[src/lte_pkg.sv]
// Package for the link tuning control register bank.
// Assumes one 125 MHz clock domain and a simple word-wide host register port.
package lte_pkg;

    localparam logic [11:0] LTE_SET_ADDR   = 12'hA88;
    localparam logic [11:0] LTE_CLEAR_ADDR = 12'hA8C;

    localparam int LTE_BIT_PIPE_DIS = 15;
    localparam int LTE_BIT_THR_HI   = 13;
    localparam int LTE_BIT_THR_LO   = 12;
    localparam int LTE_BIT_MPEG     = 10;
    localparam int LTE_BIT_DV       = 8;
    localparam int LTE_BIT_PRIO     = 7;
    localparam int LTE_BIT_ACCEL    = 1;

    // Writable positions: 15, 13, 12, 10, 8, 7, 1
    localparam logic [31:0] LTE_WR_MASK   = 32'h0000B582;
    // Positions that the EEPROM may preload: 7 and 1
    localparam logic [31:0] LTE_ROM_MASK  = 32'h00000082;
    localparam logic [31:0] LTE_RESET_VAL = 32'h00001000;

    localparam logic [7:0] LTE_FMT_MPEG = 8'h20;
    localparam logic [7:0] LTE_FMT_DV   = 8'h00;

    // Transmit FIFO thresholds in bytes
    localparam logic [11:0] LTE_THR_2K   = 12'h800;
    localparam logic [11:0] LTE_THR_1K7  = 12'h6A0;
    localparam logic [11:0] LTE_THR_1K   = 12'h400;
    localparam logic [11:0] LTE_THR_512  = 12'h200;

    localparam int LTE_BUF_DEPTH = 2;

    typedef struct packed {
        logic        pipe_dis;
        logic [1:0]  thresh;
        logic        mpeg_ts;
        logic        dv_ts;
        logic        prio;
        logic        accel;
    } lte_ctrl_s;

    typedef enum logic [1:0] {
        LTE_ST_IDLE = 2'b00,
        LTE_ST_FILL = 2'b01,
        LTE_ST_SEND = 2'b11,
        LTE_ST_SAF  = 2'b10
    } lte_tx_e;

    typedef struct packed {
        logic [31:0] data;
        logic        last;
    } lte_word_s;

endpackage

[src/lte_buf2.sv]
// Two-entry buffer carrying transmit words with an end-of-packet flag.
// Assumes source and sink share clk_sys_in.
`timescale 1ns/10ps
module lte_buf2
    import lte_pkg::*;
(
    input  wire logic      clk_sys_in,
    input  wire logic      sys_rst_in,
    input  wire logic      in_valid_in,
    output logic           in_ready_out,
    input  wire lte_word_s in_word_in,
    output logic           out_valid_out,
    input  wire logic      out_ready_in,
    output lte_word_s      out_word_out
);

    lte_word_s mem_q [LTE_BUF_DEPTH];
    logic      wr_ptr_q;
    logic      rd_ptr_q;
    logic [1:0] count_q;
    logic      push;
    logic      pop;

    assign in_ready_out  = (count_q != 2'h2);
    assign out_valid_out = (count_q != 2'h0);
    assign push          = in_valid_in && in_ready_out;
    assign pop           = out_valid_out && out_ready_in;
    assign out_word_out  = mem_q[rd_ptr_q];

    always_ff @(posedge clk_sys_in) begin
        if (push) begin
            mem_q[wr_ptr_q] <= in_word_in;
        end
    end

    always_ff @(posedge clk_sys_in) begin
        if (sys_rst_in) begin
            wr_ptr_q <= 1'b0;
            rd_ptr_q <= 1'b0;
            count_q  <= 2'h0;
        end else begin
            if (push) begin
                wr_ptr_q <= ~wr_ptr_q;
            end
            if (pop) begin
                rd_ptr_q <= ~rd_ptr_q;
            end
            count_q <= count_q + {1'b0, push} - {1'b0, pop};
        end
    end

endmodule

[src/lte_ctrl.sv]
// Link tuning control register bank and asynchronous transmit start gating.
// Assumes host port strobes are one cycle, on clk_sys_in, and that the
// configuration-space alias and the EEPROM loader sit outside this block.
`timescale 1ns/10ps

////////////////////////////////////////////////////////////////////////////////
// Notes on behaviour
// - Memory view and configuration alias share one storage register.
// - Set address sets written ones; clear address clears written ones.
// - EEPROM may preload bits 7 and 1 when present.
// - Bits 31 to 16 read as zero.
// - Bit 15 one stops out-of-order async transmit pipelining.
// - Threshold code: 00 2K, 01 1.7K default, 10 1K, 11 512.
// - Programmed threshold used until first underrun; retries use 2K.
// - Below 2K, start at threshold fill or whole packet loaded.
// - After underrun, go store-and-forward; resend only when whole packet held.
// - 2K threshold holds data until end-of-packet token arrives.
// - Zero retries register forces store-and-forward.
// - Bits 14, 11 and 9 are reserved read-only; 11 and 9 read zero.
// - Bit 10 enables MPEG timestamp for format code 20h.
// - Bit 8 enables DV timestamp for format code 00h.
// - Bit 7 lets link answer with priority arbitration.
// - Bit 1 tells the physical layer of acceleration support.
module lte_ctrl
    import lte_pkg::*;
(
    input  wire logic        clk_sys_in,
    input  wire logic        sys_rst_in,
    // Memory-mapped host port
    input  wire logic        reg_wr_in,
    input  wire logic        reg_rd_in,
    input  wire logic [11:0] reg_addr_in,
    input  wire logic [31:0] reg_wdata_in,
    output logic [31:0]      reg_rdata_out,
    output logic             reg_ack_out,
    // Configuration-space alias port
    input  wire logic        cfg_wr_in,
    input  wire logic [31:0] cfg_wdata_in,
    output logic [31:0]      cfg_rdata_out,
    // EEPROM preload
    input  wire logic        rom_load_in,
    input  wire logic [31:0] rom_data_in,
    // Transmit context status
    input  wire logic [7:0]  async_tx_retries_in,
    input  wire logic        async_tx_underrun_in,
    input  wire logic        async_tx_retry_in,
    input  wire logic [11:0] async_tx_fill_in,
    input  wire logic [7:0]  stream_format_code_in,
    // Transmit word stream
    input  wire logic        tx_valid_in,
    output logic             tx_ready_out,
    input  wire lte_word_s   tx_word_in,
    output logic             link_valid_out,
    input  wire logic        link_ready_in,
    output lte_word_s        link_word_out,
    // Control outputs
    output lte_ctrl_s        ctrl_out,
    output logic             async_tx_pipeline_disable_out,
    output logic             mpeg_timestamp_enable_out,
    output logic             dv_timestamp_enable_out,
    output logic             priority_arb_enable_out,
    output logic             phy_accel_enable_out,
    output logic             store_forward_out,
    output logic [11:0]      async_tx_threshold_out,
    output logic             tx_start_out
);

    ////////////////////////////////////////////////////////////////////////////
    // Shared helpers

    function automatic logic [11:0] thr_bytes(input logic [1:0] code);
        case (code)
            2'b00:   thr_bytes = LTE_THR_2K;
            2'b01:   thr_bytes = LTE_THR_1K7;
            2'b10:   thr_bytes = LTE_THR_1K;
            default: thr_bytes = LTE_THR_512;
        endcase
    endfunction

    function automatic logic [31:0] set_bits(input logic [31:0] cur,
                                             input logic [31:0] ones);
        set_bits = cur | (ones & LTE_WR_MASK);
    endfunction

    ////////////////////////////////////////////////////////////////////////////
    // Storage, one copy for both views

    logic [31:0] tune_q;
    logic [31:0] tune_d;
    logic        hit_set;
    logic        hit_clr;

    assign hit_set = reg_wr_in && (reg_addr_in == LTE_SET_ADDR);
    assign hit_clr = reg_wr_in && (reg_addr_in == LTE_CLEAR_ADDR);

    always_comb begin
        tune_d = tune_q;
        if (rom_load_in) begin
            // Preload only the EEPROM-loadable positions
            tune_d = (tune_d & ~LTE_ROM_MASK) | (rom_data_in & LTE_ROM_MASK);
        end
        if (cfg_wr_in) begin
            tune_d = (tune_d & ~LTE_WR_MASK) | (cfg_wdata_in & LTE_WR_MASK);
        end
        if (hit_set) begin
            tune_d = set_bits(tune_d, reg_wdata_in);
        end
        if (hit_clr) begin
            tune_d = tune_d & ~(reg_wdata_in & LTE_WR_MASK);
        end
    end

    always_ff @(posedge clk_sys_in) begin
        if (sys_rst_in) begin
            tune_q <= LTE_RESET_VAL;
        end else begin
            tune_q <= tune_d & LTE_WR_MASK;
        end
    end

    ////////////////////////////////////////////////////////////////////////////
    // Reads

    always_ff @(posedge clk_sys_in) begin
        if (sys_rst_in) begin
            reg_rdata_out <= 32'h00000000;
            reg_ack_out   <= 1'b0;
        end else begin
            reg_ack_out <= reg_rd_in || reg_wr_in;
            if (reg_rd_in &&
                ((reg_addr_in == LTE_SET_ADDR) || (reg_addr_in == LTE_CLEAR_ADDR))) begin
                reg_rdata_out <= tune_q & LTE_WR_MASK;
            end else begin
                reg_rdata_out <= 32'h00000000;
            end
        end
    end

    assign cfg_rdata_out = tune_q & LTE_WR_MASK;

    ////////////////////////////////////////////////////////////////////////////
    // Control fields

    always_ff @(posedge clk_sys_in) begin
        if (sys_rst_in) begin
            ctrl_out <= '0;
        end else begin
            ctrl_out.pipe_dis <= tune_q[LTE_BIT_PIPE_DIS];
            ctrl_out.thresh   <= tune_q[LTE_BIT_THR_HI:LTE_BIT_THR_LO];
            ctrl_out.mpeg_ts  <= tune_q[LTE_BIT_MPEG];
            ctrl_out.dv_ts    <= tune_q[LTE_BIT_DV];
            ctrl_out.prio     <= tune_q[LTE_BIT_PRIO];
            ctrl_out.accel    <= tune_q[LTE_BIT_ACCEL];
        end
    end

    always_ff @(posedge clk_sys_in) begin
        if (sys_rst_in) begin
            async_tx_pipeline_disable_out <= 1'b0;
            mpeg_timestamp_enable_out     <= 1'b0;
            dv_timestamp_enable_out       <= 1'b0;
            priority_arb_enable_out       <= 1'b0;
            phy_accel_enable_out          <= 1'b0;
        end else begin
            async_tx_pipeline_disable_out <= tune_q[LTE_BIT_PIPE_DIS];
            mpeg_timestamp_enable_out     <= tune_q[LTE_BIT_MPEG] &&
                                             (stream_format_code_in == LTE_FMT_MPEG);
            dv_timestamp_enable_out       <= tune_q[LTE_BIT_DV] &&
                                             (stream_format_code_in == LTE_FMT_DV);
            priority_arb_enable_out       <= tune_q[LTE_BIT_PRIO];
            phy_accel_enable_out          <= tune_q[LTE_BIT_ACCEL];
        end
    end

    ////////////////////////////////////////////////////////////////////////////
    // Threshold and store-and-forward selection

    logic underrun_seen_q;
    logic saf_now;

    always_ff @(posedge clk_sys_in) begin
        if (sys_rst_in) begin
            underrun_seen_q <= 1'b0;
        end else if (async_tx_underrun_in) begin
            underrun_seen_q <= 1'b1;
        end
    end

    // Only the underrun term is sticky until reset; retry, zero retries and code 00 apply while present
    assign saf_now = underrun_seen_q || async_tx_underrun_in || async_tx_retry_in ||
                     (async_tx_retries_in == 8'h00) ||
                     (tune_q[LTE_BIT_THR_HI:LTE_BIT_THR_LO] == 2'b00);

    always_ff @(posedge clk_sys_in) begin
        if (sys_rst_in) begin
            store_forward_out      <= 1'b0;
            async_tx_threshold_out <= LTE_THR_1K7;
        end else begin
            store_forward_out      <= saf_now;
            async_tx_threshold_out <= saf_now ? LTE_THR_2K :
                                      thr_bytes(tune_q[LTE_BIT_THR_HI:LTE_BIT_THR_LO]);
        end
    end

    ////////////////////////////////////////////////////////////////////////////
    // Transmit start gating

    lte_tx_e   st_q;
    logic      eop_seen_q;
    logic      buf_valid;
    logic      buf_ready;
    lte_word_s buf_word;
    logic      gate_open;

    lte_buf2 u_buf (
        .clk_sys_in    (clk_sys_in),
        .sys_rst_in    (sys_rst_in),
        .in_valid_in   (tx_valid_in),
        .in_ready_out  (tx_ready_out),
        .in_word_in    (tx_word_in),
        .out_valid_out (buf_valid),
        .out_ready_in  (buf_ready),
        .out_word_out  (buf_word)
    );

    always_ff @(posedge clk_sys_in) begin
        if (sys_rst_in) begin
            eop_seen_q <= 1'b0;
        end else if (tx_valid_in && tx_ready_out && tx_word_in.last) begin
            eop_seen_q <= 1'b1;
        end else if (link_valid_out && link_ready_in && buf_word.last) begin
            eop_seen_q <= 1'b0;
        end
    end

    always_ff @(posedge clk_sys_in) begin
        if (sys_rst_in) begin
            st_q <= LTE_ST_IDLE;
        end else begin
            case (st_q)
                LTE_ST_IDLE: begin
                    if (buf_valid) begin
                        st_q <= store_forward_out ? LTE_ST_SAF : LTE_ST_FILL;
                    end
                end
                LTE_ST_FILL: begin
                    // Threshold or whole packet, whichever first
                    if ((async_tx_fill_in >= async_tx_threshold_out) || eop_seen_q) begin
                        st_q <= LTE_ST_SEND;
                    end else if (store_forward_out) begin
                        st_q <= LTE_ST_SAF;
                    end
                end
                LTE_ST_SAF: begin
                    if (eop_seen_q) begin
                        st_q <= LTE_ST_SEND;
                    end
                end
                LTE_ST_SEND: begin
                    if (link_valid_out && link_ready_in && buf_word.last) begin
                        st_q <= LTE_ST_IDLE;
                    end
                end
                default: st_q <= LTE_ST_IDLE;
            endcase
        end
    end

    assign gate_open      = (st_q == LTE_ST_SEND);
    assign link_valid_out = buf_valid && gate_open;
    assign buf_ready      = link_ready_in && gate_open;
    assign link_word_out  = buf_word;

    always_ff @(posedge clk_sys_in) begin
        if (sys_rst_in) begin
            tx_start_out <= 1'b0;
        end else begin
            tx_start_out <= (st_q != LTE_ST_SEND) && (st_q != LTE_ST_IDLE) &&
                            (((st_q == LTE_ST_FILL) &&
                              (async_tx_fill_in >= async_tx_threshold_out)) || eop_seen_q);
        end
    end

endmodule

[config.mk]
export PLATFORM = sky130hd
export DESIGN_NAME = lte_ctrl
export DESIGN_NICKNAME = d
export VERILOG_FILES = /design/src/lte_pkg.sv /design/src/lte_buf2.sv /design/src/lte_ctrl.sv
export SDC_FILE = /design/constraint.sdc
export NUM_CORES = 1
export LEC_CHECK = 0
export ABC_AREA = 0
export BUFFER_PORTS_ARGS = -buffer_cell sky130_fd_sc_hd__buf_2
export CAP_MARGIN = 25
export CORE_AREA = 2 2 118 120
export CTS_CLUSTER_DIAMETER = 100
export DETAILED_ROUTE_END_ITERATION = 6
export DIE_AREA = 0 0 120 122
export PLACE_DENSITY_LB_ADDON = 0.05
export SYNTH_ARGS = -nofsm -noshare
export SYNTH_HDL_FRONTEND = slang
export SYNTH_SLANG_ARGS = --single-unit
export TNS_END_PERCENT = 20
[constraint.sdc]
create_clock -name clk_sys_in -period 3.05 [get_ports clk_sys_in]
set_clock_uncertainty 0.15 [all_clocks]
set_input_delay 0.305 -clock clk_sys_in [delete_from_list [all_inputs] [get_ports clk_sys_in]]
set_output_delay 0.305 -clock clk_sys_in [all_outputs]
set_load 0.005 [all_outputs]
==> results of run 1 <==
[area by class of cell]
cell class | count | share of cell area
Sequential cell | 105 | 0.459
Tap cell | 180 | 0.0374
Timing Repair Buffer | 202 | 0.196
Inverter | 15 | 0.00936
Clock buffer | 9 | 0.0374
Clock inverter | 7 | 0.00874
Multi-Input combinational cell | 217 | 0.251
[worst max-delay path by stage]
stage | start | end | slack [ps] | cells after the start
4_1_cts | async_tx_threshold_out[7] | st_q[0] | 630 | 7
2_1_floorplan | u_buf.count_q[0] | u_buf.mem_q[0][0] | 240 | 4
3_3_place_gp | async_tx_fill_in[5] | st_q[0] | 670 | 8
5_1_grt | async_tx_threshold_out[7] | st_q[0] | 340 | 7
6_report | async_tx_threshold_out[7] | st_q[0] | 650 | 7
3_5_place_dp | async_tx_threshold_out[7] | st_q[0] | 640 | 7
[timing repair]
action / 4_1_cts / 5_1_grt
hold endpoints to repair: 64 / 0
buffers inserted: 0 / 0
hold buffers: 33 / 0
[layer usage]
layer  routed length [um]  GRT usage  up-vias  part of all wire
li1                     -          -     1535                 -
met1                 4160      0.160     1469              0.43
met2                 4530      0.209      138              0.47
met4                  146     0.0574        0             0.015
met5                    0          0        -                 0
met3                  858     0.0440       10             0.089
[kinds of logic (layout without fill, tap and decap cells)]
kind of cell | count (synthesis) | after routing | synth area share
compound gates | 32 | 32 | 0.0530
fa+ha+maj | 15 | 15 | 0.0406
simple gates | 73 | 73 | 0.0909
flops | 105 | 105 | 0.597
xor+xnor | 4 | 4 | 0.00758
buf+inv | 85 | 233 | 0.123
mux | 36 | 36 | 0.0869
other cells | 1 | 57 | 0.000811
[layout by cell type, fill, tap and decap left out, types with 2 or more instances in the layout]
| master | Yosys | layout |
|---|---|---|
| buf_2 | 2 | 167 |
| edfxtp_1 | 66 | 66 |
| conb_1 | 1 | 57 |
| dfxtp_1 | 39 | 39 |
| mux2_2 | 33 | 33 |
| dlygate4sd3_1 | 0 | 33 |
| nor2_1 | 23 | 23 |
| inv_1 | 15 | 15 |
| ha_1 | 15 | 15 |
| nand2_1 | 11 | 11 |
| clkbuf_16 | 0 | 9 |
| nor2b_1 | 9 | 8 |
| nor3_1 | 7 | 7 |
| a221oi_1 | 5 | 5 |
| nor4_1 | 4 | 4 |
| a311oi_1 | 4 | 4 |
| a21oi_1 | 4 | 4 |
| nor4b_1 | 3 | 3 |
| o21ai_0 | 3 | 3 |
| mux2i_1 | 3 | 3 |
| and2_1 | 3 | 3 |
| xnor2_1 | 3 | 3 |
| inv_6 | 0 | 3 |
| a31oi_1 | 2 | 2 |
| nand2b_1 | 2 | 2 |
| o211ai_1 | 2 | 2 |
| a31o_2 | 2 | 2 |
| and3_1 | 3 | 2 |
| clkinv_2 | 0 | 2 |
| buf_4 | 61 | 2 |
[power breakdown]
part | leakage (uW) | internal, uW | switching (uW)
registers | 0.000938 | 1640 | 43.8
clock network | 0.000137 | 561 | 523
logic | 0.00157 | 258 | 262
total | 0.00265 | 2460 | 829
[cells in the mapped netlist, types with 2 or more instances]
cell and instances:
edfxtp_1 66, buf_4 61, dfxtp_1 39, mux2_2 33, nor2_1 23, ha_1 15
inv_1 15, nand2_1 11, nor2b_1 9, nor3_1 7, a221oi_1 5, a21oi_1 4
a311oi_1 4, clkbuf_1 4, nor4_1 4, and2_1 3, and3_1 3, mux2i_1 3
nor4b_1 3, o21ai_0 3, xnor2_1 3, a31o_2 2, a31oi_1 2, buf_2 2
nand2b_1 2, o211ai_1 2
[state kept, by name, indices dropped and copies added, names as in the netlist, 2 cells and up, named ones only]
name                    cells
async_tx_threshold_out      4
tune_q                      7
u_buf.mem_q                66
ctrl_out                    4
reg_rdata_out               7
u_buf.count_q               2
st_q                        2
[through the flow]
stage	cells	setup slack (ps)
global placement	686	667
global route	735	338
detailed placement	686	636
floorplan	407	243
finish	735	647
CTS	735	625
==> results.py, run 1 <==
metrics = {
    "setup_path": {
        "worstRegToRegCells": 7,
        "slowest_stage": "nor4b_1",
        "critPathKind": "reg2reg",
        "slowest_delay_ps": 690,
        "r2r_setup_slack_ps": 650,
        "endpoint_kind": "register",
        "worstSetupStartpointType": "register",
        "path_cells": "inv_1 > ha_1 > nor4b_1 > a221oi_1 > nor4b_1 > o31a_1 > o32ai_1",
        "path_common_cell": "nor4b_1",
        "worst_ep_required_time_ps": 3110,
        "arrival_ps": 2460,
        "worst-path-buf-inv": 1,
        "r2r-start": "async_tx_threshold_out[7]",
        "path_delay_family": "simple AND/OR/NAND/NOR gates",
        "worstPathMaxFanout": 4,
        "rr_endpoint": "st_q[0]",
    },
    "status": {
        "outcome": "finished, final reports clean",
    },
    "layout": {
        "stdcell_area_mm2": 0.00602,
        "multi_input_area_mm2": 0.00151,
        "nets": 744,
        "area_growth_pct": 30.1,
        "regArea_mm2": 0.00276,
        "n_antenna_cell": 0,
        "utilization": 0.445,
        "fillers": 1303,
        "drive_above_1_share": 0.407,
    },
    "clock_tree": {
        "cts-buffers-inserted": 9,
        "cts-root-buf": "clkbuf_16",
        "clock_path_buffers": 2,
        "cts_resized": 0,
        "numClockSinks": 105,
        "clkTransAtPathRegs_ps": 70,
        "clk_latency_ps": 340,
        "cts_tree": "done",
        "htreeDepth": 3,
    },
    "detailed_routing": {
        "via_per_inst": 4.29,
        "wl_per_cell_um": 13.2,
        "firstDrtPassIters": 4,
        "vias": 3152,
        "ant_nets": 0,
        "drt_wl_total_um": 9690,
        "drt_iter0_drc": 130,
        "drcViolationCount": 0,
    },
    "placement": {
        "placed_area_mm2": 0.00541,
        "io_buffers": 167,
        "gp_congestion": 0.774,
        "dp_hpwl_um": 6840,
    },
    "worst_hold_path": {
        "hp-class": "in2reg",
        "hold_path_depth": 1,
        "whs_endpoint": "u_buf.mem_q[1][0]",
        "min_from": "tx_word_in[0]",
    },
    "global_routing": {
        "grt_use_total": 0.130,
        "antenna_found_initial": 0,
        "grt_pass1_wl_um": 14800,
        "grt_max_degree": 34,
        "grt_pass1_vias": 2972,
        "overflow": 0,
    },
    "synthesis": {
        "synth.ff_latch_count": 105,
        "synth-edff-count": 66,
        "synth.cell_area_mm2": 0.00462,
        "postSynthAreaPerCell_um2": 13.2,
        "yosys.area.top_type_share": 0.429,
        "async_reset_ff_frac": 0,
        "synth.distinct_cells": 49,
        "synth_top_area_cell": "edfxtp_1",
        "syn_inst": 351,
        "ys_top_cells_by_area": "edfxtp_1 43%, dfxtp_1 17%, buf_4 9.9%, mux2_2 8.0%, ha_1 4.1%",
        "yosysSeqAreaShare": 0.597,
        "synth_flop_cell": "edfxtp_1",
        "ys_warn_count": 0,
    },
    "floorplanning": {
        "core_area_mm2": 0.0135,
        "fp.dieArea_mm2": 0.0146,
        "die_x_um": 120,
        "io_pins": 305,
        "initial_core_util": 0.342,
        "die_y_um": 122,
        "row_count": 43,
    },
    "power_and_ir_drop": {
        "power_density_mw_per_mm2": 547,
        "vdd_drop_max_mv": 0.228,
        "p_leak_uw": 0.00265,
        "total_power_uw": 3290,
    },
    "sta": {
        "final_max_slew_viol_count": 0,
        "slew_headroom": 0.440,
        "hold_viol": 0,
        "rsz0062_at_grt": "no",
        "setup_viol": 0,
        "hold_slack_ps": 29.1,
        "worstMarginPinSlew_ps": 839,
        "min_period_ps": 2400,
        "fin_crit_sh": 0.788,
        "fmax_mhz": 416,
        "final.setup.tns_ps": 0,
    },
    "job": {
        "max_cap_violations": 0,
    },
}
No activity file was read; power rests on OpenSTA's default activity.
==> run 2: changes to the inputs <==
==> constraint.sdc (replaced) <==
create_clock -name clk_sys_in -period 2.5 [get_ports clk_sys_in]
set_clock_uncertainty 0.15 [all_clocks]
set_input_delay 0.25 -clock clk_sys_in [delete_from_list [all_inputs] [get_ports clk_sys_in]]
set_output_delay 0.25 -clock clk_sys_in [all_outputs]
set_load 0.005 [all_outputs]
==> run 2 against run 1 <==
  * Sequential power grew 22%
  * Combinational power up 27%
  * Maximum frequency is 9.1% higher
  * Sequential share of layout area fell by 1.1 points
  * Highest routed layer unchanged
  * Non-clock buffer count up 13
  * Count of clock-buffer cells in the layout unchanged
  * Global-route usage fell by 0.11 points
  * Core utilization grew 1.1 points
  * Wire length down 0.47%
  * Cell count up 1.8%
  * Largest power group unchanged
  * Setup slack got worse by 350 ps
==> results.py, run 2 (synthesis results as in run 1) <==
metrics = {
    "layout": {
        "n_antenna_cell": 0,
        "reg_top3": "u_buf.mem_q (66), reg_rdata_out (7), tune_q (7)",
        "drive_above_1_share": 0.407,
        "largest_reg_flops": 66,
        "area_growth_pct": 33.4,
        "stdcell_area_mm2": 0.00617,
        "nets": 757,
        "regMostFlops": "u_buf.mem_q",
        "mostFrequentLayoutCell": "buf_2",
        "layout_common_cells": "167 x buf_2, 66 x edfxtp_1, 57 x conb_1",
    },
    "sta": {
        "fmax_mhz": 454,
        "final_max_slew_viol_count": 0,
        "min_period_ps": 2200,
        "hold_viol": 0,
        "final.setup.tns_ps": 0,
        "setup_viol": 0,
        "fin_crit_sh": 0.881,
        "rsz0062_at_grt": "no",
        "fin_ws_ps": 298,
        "hold_slack_ps": 16.4,
    },
    "floorplanning": {
        "row_count": 43,
        "io_pins": 305,
        "initial_core_util": 0.342,
        "core_area_mm2": 0.0135,
        "fp.dieArea_mm2": 0.0146,
        "die_x_um": 120,
        "die_y_um": 122,
    },
    "detailed_routing": {
        "ant_nets": 0,
        "vias": 3148,
        "drt_iter0_drc": 104,
        "drcViolationCount": 0,
        "wl_met2_um": 4490,
        "firstDrtPassIters": 4,
        "wl_per_cell_um": 12.9,
        "via_per_inst": 4.21,
        "drt_wl_total_um": 9640,
        "wl_met3_um": 796,
        "highest-signal-layer": "met4",
        "wl_met1_um": 4210,
    },
    "placement": {
        "placed_area_mm2": 0.00545,
        "dp_hpwl_um": 6910,
        "pre_cts_slack_ps": 288,
        "gp_congestion": 0.786,
        "io_buffers": 167,
    },
    "clock_tree": {
        "cts-root-buf": "clkbuf_16",
        "cts_resized": 0,
        "clk_latency_ps": 340,
        "numClockSinks": 105,
        "cts_tree": "done",
        "htreeDepth": 3,
        "clkTransAtPathRegs_ps": 70,
        "clock_path_buffers": 2,
        "cts-buffers-inserted": 9,
    },
    "global_routing": {
        "grt_pass1_wl_um": 14700,
        "antenna_found_initial": 0,
        "grt_pass1_vias": 3105,
        "grt_use_total": 0.129,
        "grt_max_degree": 34,
        "overflow": 0,
    },
    "status": {
        "outcome": "finished, final reports clean",
    },
    "power_and_ir_drop": {
        "p_leak_uw": 0.00272,
        "power_density_mw_per_mm2": 661,
        "vdd_drop_max_mv": 0.258,
    },
    "setup_path": {
        "worst_ep_required_time_ps": 2600,
        "worst-path-buf-inv": 2,
        "path_common_cell": "nor4b_1",
        "path_cells": "inv_1 > ha_1 > nor4b_1 > a221oi_1 > nor4b_1 > buf_4 > o31a_1 > o32ai_1",
        "worstSetupStartpointType": "register",
        "slowest_delay_ps": 380,
        "arrival_ps": 2300,
        "endpoint_kind": "register",
        "path_delay_family": "compound AO/OA/AOI/OAI gates",
        "worstPathMaxFanout": 4,
        "critPathKind": "reg2reg",
        "slowest_stage": "dfxtp_1",
    },
    "worst_hold_path": {
        "hp-class": "in2reg",
    },
    "job": {
        "max_cap_violations": 0,
    },
}
-- run 2: changes by cell type in the layout (fill, tap and decap cells not counted), sizes merged --
cell         previous run  this run
buf                   169       173
dlygate4sd3            33        42
-- run 2: cell type report --
class / instances / area [um2]
flip-flops and latches: 105 / 2760
clock buffers: 9 / 225
inverters: 15 / 56.3
multi-input cells: 217 / 1510
repair buffers: 215 / 1310
fillers: 1295 / 7340
clock inverters: 7 / 70.1
well taps: 180 / 225
-- run 2: power by group --
group | switching [uW] | internal [uW] | total (uW)
combinational | 322 | 335 | 658
sequential | 52.6 | 2000 | 2060
clock | 660 | 702 | 1360
total | 1030 | 3040 | 4080
-- run 2: timing repair --
item / CTS / global route
hold buffers: 42 / 0
setup buffers: 0 / 0
endpoints found under the setup margin: 0 / 0
hold endpoints to repair: 75 / 0
-- run 2: per-stage QoR --
step | total power (uW) | utilization | cells
6_report | 4080 | 0.457 | 748
5_1_grt | 4300 | 0.457 | 748
2_1_floorplan | 2500 | - | 407
4_1_cts | 4150 | 0.457 | 748
3_5_place_dp | 2710 | 0.404 | 690
3_3_place_gp | 2700 | 0.404 | 690
-- run 2: final timing paths --
kind                                                 from           endpoint  slack [ps]  cells past startpoint
worst min register to register            underrun_seen_q    underrun_seen_q         320                      2
worst min-delay path                            reg_rd_in  reg_rdata_out[10]          20                      2
worst max register to register  async_tx_threshold_out[7]            st_q[0]         300                      8
worst max-delay path            async_tx_threshold_out[7]            st_q[0]         300                      8
-- run 2: layer usage --
metal	vias to the layer above	GRT usage
met2	130	0.213
li1	1564	-
met1	1441	0.157
met3	13	0.0403
met4	0	0.0551
met5	-	0
==> run 3: changes to the inputs <==
--- a/config.mk
+++ b/config.mk
@@ -6,7 +6,7 @@
 export NUM_CORES = 1
 export LEC_CHECK = 0
 export ABC_AREA = 0
-export BUFFER_PORTS_ARGS = -buffer_cell sky130_fd_sc_hd__buf_2
+export BUFFER_PORTS_ARGS = -buffer_cell sky130_fd_sc_hd__clkbuf_2
 export CAP_MARGIN = 25
 export CORE_AREA = 2 2 118 120
 export CTS_CLUSTER_DIAMETER = 100
==> run 3 against run 2 <==
  * Sequential power about the same
  * Critical path depth unchanged
  * Hold slack better by 6.0 ps
  * Die area unchanged
  * Largest power group unchanged
  * Largest cell class unchanged
  * First-iteration DRC count down 11%
  * Non-clock buffer count down 1
  * Register-to-register slack about the same
  * Highest routed layer unchanged
==> results.py, run 3 (synthesis results as in run 1) <==
metrics = {
    "sta": {
        "hold_viol": 0,
        "final_max_slew_viol_count": 0,
        "hold_slack_ps": 22.5,
        "min_period_ps": 2190,
        "setup_viol": 0,
        "worstMarginPinSlew_ps": 703,
        "fin_ws_ps": 310,
        "slew_headroom": 0.531,
        "final.setup.tns_ps": 0,
        "fmax_mhz": 457,
        "rsz0062_at_grt": "no",
        "fin_crit_sh": 0.876,
    },
    "job": {
        "max_cap_violations": 0,
    },
    "worst_hold_path": {
        "hp-class": "in2reg",
        "hold_path_depth": 2,
    },
    "detailed_routing": {
        "wl_per_cell_um": 13.1,
        "drt_iter0_drc": 93,
        "firstDrtPassIters": 4,
        "drt_wl_total_um": 9790,
        "drcViolationCount": 0,
        "vias": 3167,
        "ant_nets": 0,
        "via_per_inst": 4.24,
    },
    "floorplanning": {
        "die_x_um": 120,
        "die_y_um": 122,
        "core_area_mm2": 0.0135,
        "fp.dieArea_mm2": 0.0146,
        "row_count": 43,
        "io_pins": 305,
        "initial_core_util": 0.342,
    },
    "layout": {
        "area_growth_pct": 33.1,
        "layout_common_cells": "167 x clkbuf_2, 66 x edfxtp_1, 57 x conb_1",
        "n_antenna_cell": 0,
        "drive_above_1_share": 0.400,
        "mostFrequentLayoutCell": "clkbuf_2",
        "largest_reg_flops": 66,
        "nets": 756,
        "regMostFlops": "u_buf.mem_q",
        "reg_top3": "u_buf.mem_q (66), reg_rdata_out (7), tune_q (7)",
    },
    "power_and_ir_drop": {
        "power_density_mw_per_mm2": 668,
        "vdd_drop_max_mv": 0.258,
        "p_leak_uw": 0.00273,
    },
    "global_routing": {
        "antenna_found_initial": 0,
        "grt_pass1_vias": 3063,
        "grt_max_degree": 34,
        "grt_use_total": 0.132,
        "grt_pass1_wl_um": 14800,
        "overflow": 0,
    },
    "setup_path": {
        "worstRegToRegCells": 8,
        "path_delay_family": "compound AO/OA/AOI/OAI gates",
        "endpoint_kind": "register",
        "worstSetupStartpointType": "register",
        "arrival_ps": 2270,
        "worstPathMaxFanout": 4,
        "slowest_stage": "dfxtp_1",
        "worst_ep_required_time_ps": 2580,
        "slowest_delay_ps": 380,
        "path_cells": "inv_1 > ha_1 > nor4b_1 > a221oi_1 > nor4b_1 > buf_4 > o31a_1 > o22a_1",
        "critPathKind": "reg2reg",
        "path_common_cell": "nor4b_1",
        "worstSetupPathDepth": 8,
        "worst-path-buf-inv": 2,
    },
    "clock_tree": {
        "cts-root-buf": "clkbuf_16",
        "clk_latency_ps": 340,
        "cts_tree": "done",
        "cts_resized": 0,
        "clock_path_buffers": 2,
        "clkTransAtPathRegs_ps": 70,
        "htreeDepth": 3,
        "numClockSinks": 105,
        "cts-buffers-inserted": 9,
    },
    "placement": {
        "io_buffers": 167,
        "pre_cts_slack_ps": 287,
        "dp_hpwl_um": 7170,
        "gp_congestion": 0.768,
    },
    "status": {
        "outcome": "finished, final reports clean",
    },
}
## run 3: where the power goes
group / switching, uW / internal [uW] / total, uW
sequential: 56.2 / 2000 / 2060
clock: 607 / 780 / 1390
combinational: 329 / 336 / 665
## run 3: per-layer routing
metal	global-route usage	part of all wire	vias to the layer above
met5	0	0	-
met3	0.0398	0.082	11
li1	-	-	1560
met4	0.0596	0.017	0
met2	0.206	0.46	137
met1	0.169	0.44	1459
## run 3: stage by stage
| stage | instances | total power [uW] | utilization | instance area, um2 |
|---|---|---|---|---|
| after detailed placement | 689 | 2720 | 0.403 | 5440 |
| after CTS | 747 | 4190 | 0.456 | 6160 |
| final | 747 | 4110 | 0.456 | 6160 |
| after global placement | 689 | 2710 | 0.403 | 5440 |
| after global routing | 747 | 4340 | 0.456 | 6160 |
| after floorplan | 407 | 2500 | - | 4840 |
## run 3: area by class of cell
| class | instances | area (um2) |
|---|---|---|
| clock buffer | 10 | 229 |
| clock inverter | 6 | 65.1 |
| fill | 1272 | 7350 |
| inverter | 15 | 56.3 |
| multi-input combinational | 217 | 1510 |
| sequential | 105 | 2760 |
| tap | 180 | 225 |
| timing repair buffer | 214 | 1310 |
## run 3: worst reg2reg max path: stages, from the launching register on
cell and delay, ps:
dfxtp_1 380, inv_1 60, ha_1 280, nor4b_1 150, a221oi_1 310, nor4b_1 100
buf_4 160, o31a_1 290, o22a_1 200
## run 3: final timing paths
kind | startpoint | to | slack, ps
hold reg to reg | underrun_seen_q | underrun_seen_q | 330
hold / removal | reg_rd_in | reg_rdata_out[10] | 20
setup / recovery | async_tx_threshold_out[7] | st_q[1] | 310
setup reg to reg | async_tx_threshold_out[7] | st_q[1] | 310
## run 3: timing repair
action	4_1_cts	5_1_grt
hold buffers	42	0
buffers inserted	0	0
hold endpoints to repair	75	0
